===== src/logic/eim_cfg.svh =====
`ifndef EIM_CFG_SVH
`define EIM_CFG_SVH

// Timing
`define EIM_CLK_PERIOD_NS  40
`define EIM_TICK_SLOW_NS   64000
`define EIM_TICK_FAST_NS   32000
`define EIM_TICK_SLOW_CYC  (`EIM_TICK_SLOW_NS / `EIM_CLK_PERIOD_NS)
`define EIM_TICK_FAST_CYC  (`EIM_TICK_FAST_NS / `EIM_CLK_PERIOD_NS)

// Register indices; byte address is four times the index
`define EIM_RESULT_IDX     8'hd7
`define EIM_CONTROL_IDX    8'hd8

// Control fields
`define EIM_CTL_FAST_BIT   1
`define EIM_CTL_SEL_BIT    2
`define EIM_CTL_POL_A_BIT  3
`define EIM_CTL_POL_B_BIT  4
`define EIM_CTL_WMASK      8'h1e
`define EIM_CTL_RESET      8'h00
`define EIM_RESULT_RESET   8'h00

// Counter limits
`define EIM_CNT_STOP       8'hfe
`define EIM_CNT_OVER       8'hff

`endif


===== src/logic/eim_pkg.sv =====
package eim_pkg;

    typedef enum logic [1:0] {
        EIM_IDLE = 2'b01,
        EIM_RUN  = 2'b10
    } eim_state_t;

    typedef enum logic [1:0] {
        EIM_OKAY   = 2'b00,
        EIM_SLVERR = 2'b10
    } eim_resp_t;

    typedef logic [7:0] eim_byte_t;

endpackage


===== src/logic/eim_tick_if.sv =====
`timescale 1ns/1ns
`default_nettype none

interface eim_tick_if;
    logic fast_sel;
    logic tick;

    modport gen  (input fast_sel, output tick);
    modport user (output fast_sel, input tick);
endinterface

`default_nettype wire


===== src/logic/eim_meter.sv =====
// Our own choice: the AXI4-Lite register port.
`timescale 1ns/1ns
`default_nettype none
`include "eim_cfg.svh"

module eim_meter #(
    parameter int unsigned ADDR_W   = 12,
    parameter int unsigned SLOW_CYC = `EIM_TICK_SLOW_CYC,
    parameter int unsigned FAST_CYC = `EIM_TICK_FAST_CYC
) (
    input  wire logic              CLK,
    input  wire logic              RST_N,
    input  wire logic              CE,
    input  wire logic              EVENT_INPUT_A,
    input  wire logic              EVENT_INPUT_B,
    input  wire logic [ADDR_W-1:0] S_AXI_AWADDR,
    input  wire logic              S_AXI_AWVALID,
    output var  logic              S_AXI_AWREADY,
    input  wire logic [31:0]       S_AXI_WDATA,
    input  wire logic [3:0]        S_AXI_WSTRB,
    input  wire logic              S_AXI_WVALID,
    output var  logic              S_AXI_WREADY,
    output var  eim_pkg::eim_resp_t S_AXI_BRESP,
    output var  logic              S_AXI_BVALID,
    input  wire logic              S_AXI_BREADY,
    input  wire logic [ADDR_W-1:0] S_AXI_ARADDR,
    input  wire logic              S_AXI_ARVALID,
    output var  logic              S_AXI_ARREADY,
    output var  logic [31:0]       S_AXI_RDATA,
    output var  eim_pkg::eim_resp_t S_AXI_RRESP,
    output var  logic              S_AXI_RVALID,
    input  wire logic              S_AXI_RREADY
);
    import eim_pkg::*;

    eim_tick_if         tk ();
    eim_byte_t          ctl_ff;
    eim_byte_t          res_ff;
    eim_byte_t          cnt_ff;
    eim_state_t         st_ff;
    logic [1:0]         sync1_ff;
    logic [1:0]         sync2_ff;
    logic [1:0]         prev_ff;
    logic [1:0]         rise;
    logic [1:0]         fall;
    logic [1:0]         qual;
    logic               edge_ev;
    logic               tick;
    logic [ADDR_W-1:0]  awaddr_ff;
    logic [31:0]        wdata_ff;
    logic [3:0]         wstrb_ff;
    logic               wr_go;

    ////////////////////////////////////////////////////////////////////////////
    // Tick source

    assign tk.fast_sel = ctl_ff[`EIM_CTL_FAST_BIT];
    assign tick        = tk.tick;

    eim_tick_gen #(
        .SLOW_CYC (SLOW_CYC),
        .FAST_CYC (FAST_CYC)
    ) u_tick (
        .clk   (CLK),
        .rst_n (RST_N),
        .ce    (CE),
        .tk    (tk)
    );

    ////////////////////////////////////////////////////////////////////////////
    // Input synchronisers and edge detect

    // Both inputs always tracked, so switching select gives no false edge
    for (genvar i = 0; i < 2; i++) begin : g_sync
        always_ff @(posedge CLK or negedge RST_N) begin
            if (!RST_N) begin
                sync1_ff[i] <= 1'b0;
                sync2_ff[i] <= 1'b0;
                prev_ff[i]  <= 1'b0;
            end else if (CE) begin
                sync1_ff[i] <= (i == 0) ? EVENT_INPUT_A : EVENT_INPUT_B;
                sync2_ff[i] <= sync1_ff[i];
                prev_ff[i]  <= sync2_ff[i];
            end
        end
        assign rise[i] = sync2_ff[i] & ~prev_ff[i];
        assign fall[i] = ~sync2_ff[i] & prev_ff[i];
        assign qual[i] = ctl_ff[`EIM_CTL_POL_A_BIT + i] ? fall[i] : rise[i];
    end

    assign edge_ev = ctl_ff[`EIM_CTL_SEL_BIT] ? qual[1] : qual[0];

    ////////////////////////////////////////////////////////////////////////////
    // Interval counter

    always_ff @(posedge CLK or negedge RST_N) begin
        if (!RST_N) begin
            st_ff <= EIM_IDLE;
        end else if (CE) begin
            case (st_ff)
                EIM_IDLE: begin
                    if (edge_ev) begin
                        st_ff <= EIM_RUN;
                    end
                end
                EIM_RUN:  st_ff <= EIM_RUN;
                default:  st_ff <= EIM_IDLE;
            endcase
        end
    end

    always_ff @(posedge CLK or negedge RST_N) begin
        if (!RST_N) begin
            cnt_ff <= 8'h00;
        end else if (CE) begin
            if (edge_ev) begin
                cnt_ff <= 8'h00;
            end else if (st_ff == EIM_RUN && tick && cnt_ff < `EIM_CNT_STOP) begin
                cnt_ff <= cnt_ff + 8'h01;
            end
        end
    end

    // Edge wins over an overflow tick in the same cycle
    always_ff @(posedge CLK or negedge RST_N) begin
        if (!RST_N) begin
            res_ff <= `EIM_RESULT_RESET;
        end else if (CE) begin
            if (edge_ev && st_ff == EIM_RUN) begin
                res_ff <= cnt_ff;
            end else if (st_ff == EIM_RUN && tick && cnt_ff == `EIM_CNT_STOP) begin
                res_ff <= `EIM_CNT_OVER;
            end
        end
    end

    ////////////////////////////////////////////////////////////////////////////
    // AXI4-Lite write

    assign wr_go = !S_AXI_AWREADY && !S_AXI_WREADY && !S_AXI_BVALID;

    always_ff @(posedge CLK or negedge RST_N) begin
        if (!RST_N) begin
            S_AXI_AWREADY <= 1'b1;
            awaddr_ff     <= '0;
        end else if (CE) begin
            if (S_AXI_AWVALID && S_AXI_AWREADY) begin
                S_AXI_AWREADY <= 1'b0;
                awaddr_ff     <= S_AXI_AWADDR;
            end else if (S_AXI_BVALID && S_AXI_BREADY) begin
                S_AXI_AWREADY <= 1'b1;
            end
        end
    end

    always_ff @(posedge CLK or negedge RST_N) begin
        if (!RST_N) begin
            S_AXI_WREADY <= 1'b1;
            wdata_ff     <= 32'h0000_0000;
            wstrb_ff     <= 4'h0;
        end else if (CE) begin
            if (S_AXI_WVALID && S_AXI_WREADY) begin
                S_AXI_WREADY <= 1'b0;
                wdata_ff     <= S_AXI_WDATA;
                wstrb_ff     <= S_AXI_WSTRB;
            end else if (S_AXI_BVALID && S_AXI_BREADY) begin
                S_AXI_WREADY <= 1'b1;
            end
        end
    end

    always_ff @(posedge CLK or negedge RST_N) begin
        if (!RST_N) begin
            S_AXI_BVALID <= 1'b0;
            S_AXI_BRESP  <= EIM_OKAY;
        end else if (CE) begin
            if (wr_go) begin
                S_AXI_BVALID <= 1'b1;
                S_AXI_BRESP  <= (awaddr_ff == ADDR_W'({`EIM_CONTROL_IDX, 2'b00}) ||
                                 awaddr_ff == ADDR_W'({`EIM_RESULT_IDX, 2'b00}))
                                ? EIM_OKAY : EIM_SLVERR;
            end else if (S_AXI_BVALID && S_AXI_BREADY) begin
                S_AXI_BVALID <= 1'b0;
            end
        end
    end

    // Result is read-only; a write to it is accepted and dropped
    always_ff @(posedge CLK or negedge RST_N) begin
        if (!RST_N) begin
            ctl_ff <= `EIM_CTL_RESET;
        end else if (CE) begin
            if (wr_go && wstrb_ff[0] && awaddr_ff == ADDR_W'({`EIM_CONTROL_IDX, 2'b00})) begin
                ctl_ff <= wdata_ff[7:0] & `EIM_CTL_WMASK;
            end
        end
    end

    ////////////////////////////////////////////////////////////////////////////
    // AXI4-Lite read

    always_ff @(posedge CLK or negedge RST_N) begin
        if (!RST_N) begin
            S_AXI_ARREADY <= 1'b1;
            S_AXI_RVALID  <= 1'b0;
            S_AXI_RDATA   <= 32'h0000_0000;
            S_AXI_RRESP   <= EIM_OKAY;
        end else if (CE) begin
            if (S_AXI_ARVALID && S_AXI_ARREADY) begin
                S_AXI_ARREADY <= 1'b0;
                S_AXI_RVALID  <= 1'b1;
                S_AXI_RRESP   <= EIM_OKAY;
                if (S_AXI_ARADDR == ADDR_W'({`EIM_RESULT_IDX, 2'b00})) begin
                    S_AXI_RDATA <= {24'h000000, res_ff};
                end else if (S_AXI_ARADDR == ADDR_W'({`EIM_CONTROL_IDX, 2'b00})) begin
                    S_AXI_RDATA <= {24'h000000, ctl_ff};
                end else begin
                    S_AXI_RDATA <= 32'h0000_0000;
                    S_AXI_RRESP <= EIM_SLVERR;
                end
            end else if (S_AXI_RVALID && S_AXI_RREADY) begin
                S_AXI_RVALID  <= 1'b0;
                S_AXI_ARREADY <= 1'b1;
            end
        end
    end

    ////////////////////////////////////////////////////////////////////////////
    // Checks

    a_sel_input_a: assert property (@(posedge CLK) disable iff (!RST_N)
        (CE && st_ff == EIM_RUN && !ctl_ff[`EIM_CTL_SEL_BIT] && qual[0])
        |=> (res_ff == $past(cnt_ff) && cnt_ff == 8'h00))
        else $error("input A edge not captured");

    a_sel_input_b: assert property (@(posedge CLK) disable iff (!RST_N)
        (CE && st_ff == EIM_RUN && ctl_ff[`EIM_CTL_SEL_BIT] && !qual[1] && !tick)
        |=> $stable(res_ff))
        else $error("unselected input changed result");

    a_pol_ignore: assert property (@(posedge CLK) disable iff (!RST_N)
        (CE && !ctl_ff[`EIM_CTL_SEL_BIT] && ctl_ff[`EIM_CTL_POL_A_BIT] && rise[0])
        |-> !edge_ev)
        else $error("rising edge taken with falling polarity");

    a_count_step: assert property (@(posedge CLK) disable iff (!RST_N)
        (CE && st_ff == EIM_RUN && tick && !edge_ev && cnt_ff < `EIM_CNT_STOP)
        |=> cnt_ff == $past(cnt_ff) + 8'h01)
        else $error("counter did not step on tick");

    a_idle_hold: assert property (@(posedge CLK) disable iff (!RST_N)
        (st_ff == EIM_IDLE) |-> cnt_ff == 8'h00)
        else $error("counter moved before first edge");

    a_restart_zero: assert property (@(posedge CLK) disable iff (!RST_N)
        (CE && edge_ev) ##1 (CE && tick && !edge_ev) |=> cnt_ff == 8'h01)
        else $error("count did not restart from zero");

    a_sat_over: assert property (@(posedge CLK) disable iff (!RST_N)
        (CE && st_ff == EIM_RUN && tick && !edge_ev && cnt_ff == `EIM_CNT_STOP)
        |=> (cnt_ff == `EIM_CNT_STOP && res_ff == `EIM_CNT_OVER))
        else $error("saturation not flagged");

    a_single_edge: assert property (@(posedge CLK) disable iff (!RST_N)
        (CE && edge_ev) |=> !edge_ev)
        else $error("one edge gave two events");

    c_capture:  cover property (@(posedge CLK) disable iff (!RST_N)
        CE && st_ff == EIM_RUN && edge_ev && cnt_ff != 8'h00);
    c_overflow: cover property (@(posedge CLK) disable iff (!RST_N)
        res_ff == `EIM_CNT_OVER);
    c_input_b:  cover property (@(posedge CLK) disable iff (!RST_N)
        CE && ctl_ff[`EIM_CTL_SEL_BIT] && ctl_ff[`EIM_CTL_POL_B_BIT] && edge_ev);
endmodule

`default_nettype wire


===== src/logic/eim_tick_gen.sv =====
`timescale 1ns/1ns
`default_nettype none
`include "eim_cfg.svh"

module eim_tick_gen #(
    parameter int unsigned SLOW_CYC = `EIM_TICK_SLOW_CYC,
    parameter int unsigned FAST_CYC = `EIM_TICK_FAST_CYC
) (
    input wire logic clk,
    input wire logic rst_n,
    input wire logic ce,
    eim_tick_if.gen  tk
);
    localparam int unsigned DIV_W = $clog2(SLOW_CYC + 1);

    logic [DIV_W-1:0] div_ff;
    logic             tick_ff;
    logic [DIV_W-1:0] limit;

    // Free running: a capture never restarts the prescaler
    assign limit = tk.fast_sel ? DIV_W'(FAST_CYC - 1) : DIV_W'(SLOW_CYC - 1);

    always_ff @(posedge clk or negedge rst_n) begin
        if (!rst_n) begin
            div_ff  <= '0;
            tick_ff <= 1'b0;
        end else if (ce) begin
            if (div_ff >= limit) begin
                div_ff  <= '0;
                tick_ff <= 1'b1;
            end else begin
                div_ff  <= div_ff + 1'b1;
                tick_ff <= 1'b0;
            end
        end
    end

    assign tk.tick = tick_ff;

    ////////////////////////////////////////////////////////////////////////////
    // Checks

    logic [15:0] gap_ff;
    logic        gap_ok_ff;
    logic        fast_q_ff;

    // Cycles since last tick; invalid after a tick rate change
    always_ff @(posedge clk or negedge rst_n) begin
        if (!rst_n) begin
            gap_ff    <= 16'h0000;
            gap_ok_ff <= 1'b0;
            fast_q_ff <= 1'b0;
        end else if (ce) begin
            fast_q_ff <= tk.fast_sel;
            if (tick_ff) begin
                gap_ff    <= 16'h0000;
                gap_ok_ff <= (fast_q_ff == tk.fast_sel);
            end else begin
                gap_ff <= gap_ff + 16'h0001;
                if (fast_q_ff != tk.fast_sel) begin
                    gap_ok_ff <= 1'b0;
                end
            end
        end
    end

    a_tick_period: assert property (@(posedge clk) disable iff (!rst_n)
        (ce && tick_ff && gap_ok_ff && tk.fast_sel == fast_q_ff)
        |-> gap_ff == (tk.fast_sel ? 16'(FAST_CYC - 1) : 16'(SLOW_CYC - 1)))
        else $error("tick period wrong");
endmodule

`default_nettype wire


===== config.mk =====
export PLATFORM = sky130hd
export DESIGN_NAME = eim_meter
export DESIGN_NICKNAME = d
export VERILOG_FILES = /design/src/logic/eim_pkg.sv /design/src/logic/eim_tick_if.sv /design/src/logic/eim_meter.sv /design/src/logic/eim_tick_gen.sv
export VERILOG_INCLUDE_DIRS = /design/src /design/src/logic
export SDC_FILE = /design/constraint.sdc
export NUM_CORES = 1
export LEC_CHECK = 0
export BUFFER_PORTS_ARGS = -buffer_cell sky130_fd_sc_hd__buf_2
export CAP_MARGIN = 25
export CORE_MARGIN = 3
export CORE_UTILIZATION = 55
export DETAILED_ROUTE_END_ITERATION = 8
export GPL_ROUTABILITY_DRIVEN = 0
export PLACE_DENSITY_LB_ADDON = 0.25
export SETUP_SLACK_MARGIN = 0.02
export SYNTH_ARGS = -nofsm -noshare
export SYNTH_HDL_FRONTEND = slang
export SYNTH_HIERARCHICAL = 1
export SYNTH_SLANG_ARGS = --single-unit

===== constraint.sdc =====
create_clock -name CLK -period 5.8 [get_ports CLK]
set_input_delay 1.16 -clock CLK [delete_from_list [all_inputs] [get_ports CLK]]
set_output_delay 1.16 -clock CLK [all_outputs]
set_load 0.05 [all_outputs]

==> reports/metrics.yaml <==
p_leak_nw: 1.920
stdcell_area_um2: 4121
netlist_instances: 325
post_layout_nonfiller_instances: 465
route.antenna.remaining_nets: 0
setup-violations-final: 0
crit_required_ps: 6030
cts_root_buf: "sky130_fd_sc_hd__clkbuf_8"
mappedNetlistArea_um2: 3706
synth.top_cell.area_share_pct: 45.91
synth_cell_types: 63
vias: 2647
share_of_cells_above_drive_strength_1_pct: 30.41
clock_tree.htree_level_count: 3
dieWidth_um: 88.09
worstSkewPairLatency_ps: 340
synth_xor_xnor_area_share_pct: 0.7090
ys_ff_latch: 72
drc: 0
core_area_um2: 6422
detail_route.wl_per_cell_um: 15.33
die_h_um: 88.09
synth.yosys.seq_area_share_pct: 48.75
post_synth_main_area_contributors: "sky130_fd_sc_hd__dfrtp_1 46%, sky130_fd_sc_hd__mux2_2 8.5%, sky130_fd_sc_hd__buf_4 5.3%"
drt-total-wl_um: 7130
layout.cells.most_common_list: "68 x sky130_fd_sc_hd__dfrtp_1, 53 x sky130_fd_sc_hd__buf_2, 32 x sky130_fd_sc_hd__nand2_1"
fp.dieArea_um2: 7759
clock_tree_from_tritoncts: "yes"
setup.reg_to_reg.worst_slack_ps: 3430
worstMarginPinSlew_ps: 889.6
setup.worst_path.end_class: "flop"
finalWorstPathRequiredPeriod_ps: 2917
cts-resized-gates: 0
finalHoldViolCount: 0
timing.final.max_slew_violations: 0
start_util_pct: 57.71
post_synth_mux_area_share_pct: 11.21
insertedDiodeCount: 0
slew-limit-headroom_pct: 40.69
placed_cells: 449
grt_overflow: 0
result_of_the_run: "finished, final reports clean"
viasPerCell: 5.692
setup.worst_path.start_class: "input pin"
vdd_drop_max_mv: 0.2548
drtIter0Drc: 106
power_density_nw_per_um2: 369.3
worst_hold_path_type: "flop to flop"
worstPathArrival_ps: 3150
syn_area_per_cell_um2: 11.40
layout_worst_path_cycle_share_pct: 50.30
dpl.hpwl_um: 5082
io_buffers: 53
ctsLongestPathBuffers: 2
dominantRegCellSynth: "sky130_fd_sc_hd__dfrtp_1"
detail_route.first_pass.iterations: 4
synth_top_family_by_area: "simple AND/OR/NAND/NOR gates"
post_cts_hold_buffer_count: 0
pin_count: 111
synth-edff-count: 0
grt_pass1_vias: 2575
post_synth_fa_ha_maj_area_fraction_pct: 2.701
final.setup_skew_ps: 6.135
synth_simple_gate_area_share_pct: 15.33
fin_setup_tns_ps: 0
layout_commonest_cell: "sky130_fd_sc_hd__dfrtp_1"
grt_pass1_wl_um: 11940
number_of_sinks_on_the_clock_net: 72
grt_setup_unrepaired: "no"
cts_inserted_buffers: 9
grt_use_total_pct: 19.70
maxCapViolCount: 0
crit_path_max_fanout: 29
synth_area_leader_cell: "sky130_fd_sc_hd__dfrtp_1"
placement_rows: 29
synth.yosys.warnings: 6
timing.setup.critical_path_class: "input pin to flop"
layout.nets: 461
cts.clk_slew.worst_paths_ps: 70
synth-async-reset-ratio_pct: 100.0
fmax_ghz: 0.3428
post-cts-setup-buffer-count: 0
placement_cell_area_um2: 3950
antenna_found_initial: 0
grt_start_max_net_pins: 73
flow.area_growth_from_synthesis_pct: 11.21
share_of_the_core_filled_with_cells_in_the_final_layout_pct: 64.17
synth_compound_gate_area_share_pct: 13.67
[synth_stat cells (6+ instances only)]
library cell	count
sky130_fd_sc_hd__nand2_1	32
sky130_fd_sc_hd__a31oi_1	6
sky130_fd_sc_hd__a21oi_1	6
sky130_fd_sc_hd__dfrtp_1	68
sky130_fd_sc_hd__o311ai_1	6
sky130_fd_sc_hd__mux2_2	28
sky130_fd_sc_hd__buf_4	26
sky130_fd_sc_hd__mux2i_1	10
sky130_fd_sc_hd__inv_1	16
sky130_fd_sc_hd__nand3_1	12
sky130_fd_sc_hd__ha_1	8
sky130_fd_sc_hd__nor2_1	9
[worst paths after layout]
| kind | start | endpoint | depth (start not counted) |
|---|---|---|---|
| setup / recovery | CE | ctl_ff[2] | 5 |
| hold / removal | S_AXI_RDATA[2] | S_AXI_RDATA[2] | 2 |
| setup reg to reg | ctl_ff[1] | u_tick/div_ff[6] | 6 |
| hold reg to reg | S_AXI_RDATA[2] | S_AXI_RDATA[2] | 2 |
| max in group asynchronous | RST_N | wdata_ff[1] | 2 |
| min in group asynchronous | RST_N | S_AXI_RRESP[1] | 2 |
[power by group]
part           internal [mW]  switching [mW]  total, mW  leakage, nW
Combinational          0.182           0.242      0.424        0.944
Clock                  0.155           0.194      0.348       0.0854
Sequential             0.633           0.117      0.750        0.890
[critical path, cell delays in order]
cell	delay, ps
sky130_fd_sc_hd__buf_2	460
sky130_fd_sc_hd__inv_1	260
sky130_fd_sc_hd__nor4_1	600
sky130_fd_sc_hd__nand4_2	310
sky130_fd_sc_hd__mux2_2	350
[kinds of logic (layout without fill, tap and decap cells)]
group           Yosys count  count (layout)
compound gates           63              63
xor+xnor                  3               3
fa+ha+maj                 8               8
buf+inv                  48              86
flops                    72              72
mux                      38              38
other cells               1              26
simple gates             92              92
[layout make-up]
cell class,count,area [um2]
Clock inverter,7,47.55
Multi-Input combinational cell,230,1714
Clock buffer,9,123.9
Fill cell,525,2301
Sequential cell,72,1807
Inverter,16,60.06
Tap cell,77,96.34
Timing Repair Buffer,54,272.8
[layer usage]
metal	routed length (um)	global-route usage, %	vias up
li1	-	-	1277
met1	3289	26.63	1294
met2	3427	31.44	68
met3	321	4.421	8
met4	92	6.868	0
met5	0	0	-
[through the flow]
| step | hold WS (ps) | setup WS (ps) | power (mW) |
|---|---|---|---|
| 5_1_grt | 498.3 | 2635 | 1.621 |
| 3_5_place_dp | 456.6 | 2506 | 1.183 |
| 4_1_cts | 474.2 | 2890 | 1.532 |
| 2_1_floorplan | 466.7 | 3448 | 1.087 |
| 3_3_place_gp | 447.0 | 2583 | 1.161 |
| 6_report | 470.2 | 2883 | 1.522 |
[registers in the layout, summed over array words and instances (netlist names)]
signal and count:
awaddr_ff 12, u_tick/div_ff 11, S_AXI_RDATA 8, cnt_ff 8, res_ff 8, ctl_ff 4, wdata_ff 4, prev_ff 2
st_ff 2, sync1_ff 2, sync2_ff 2, S_AXI_ARREADY 1, S_AXI_AWREADY 1, S_AXI_BRESP 1, S_AXI_BVALID 1, S_AXI_RRESP 1
S_AXI_RVALID 1, S_AXI_WREADY 1, u_tick/tk.tick 1, wstrb_ff 1
Note: power is estimated with default switching activity, not from simulation.
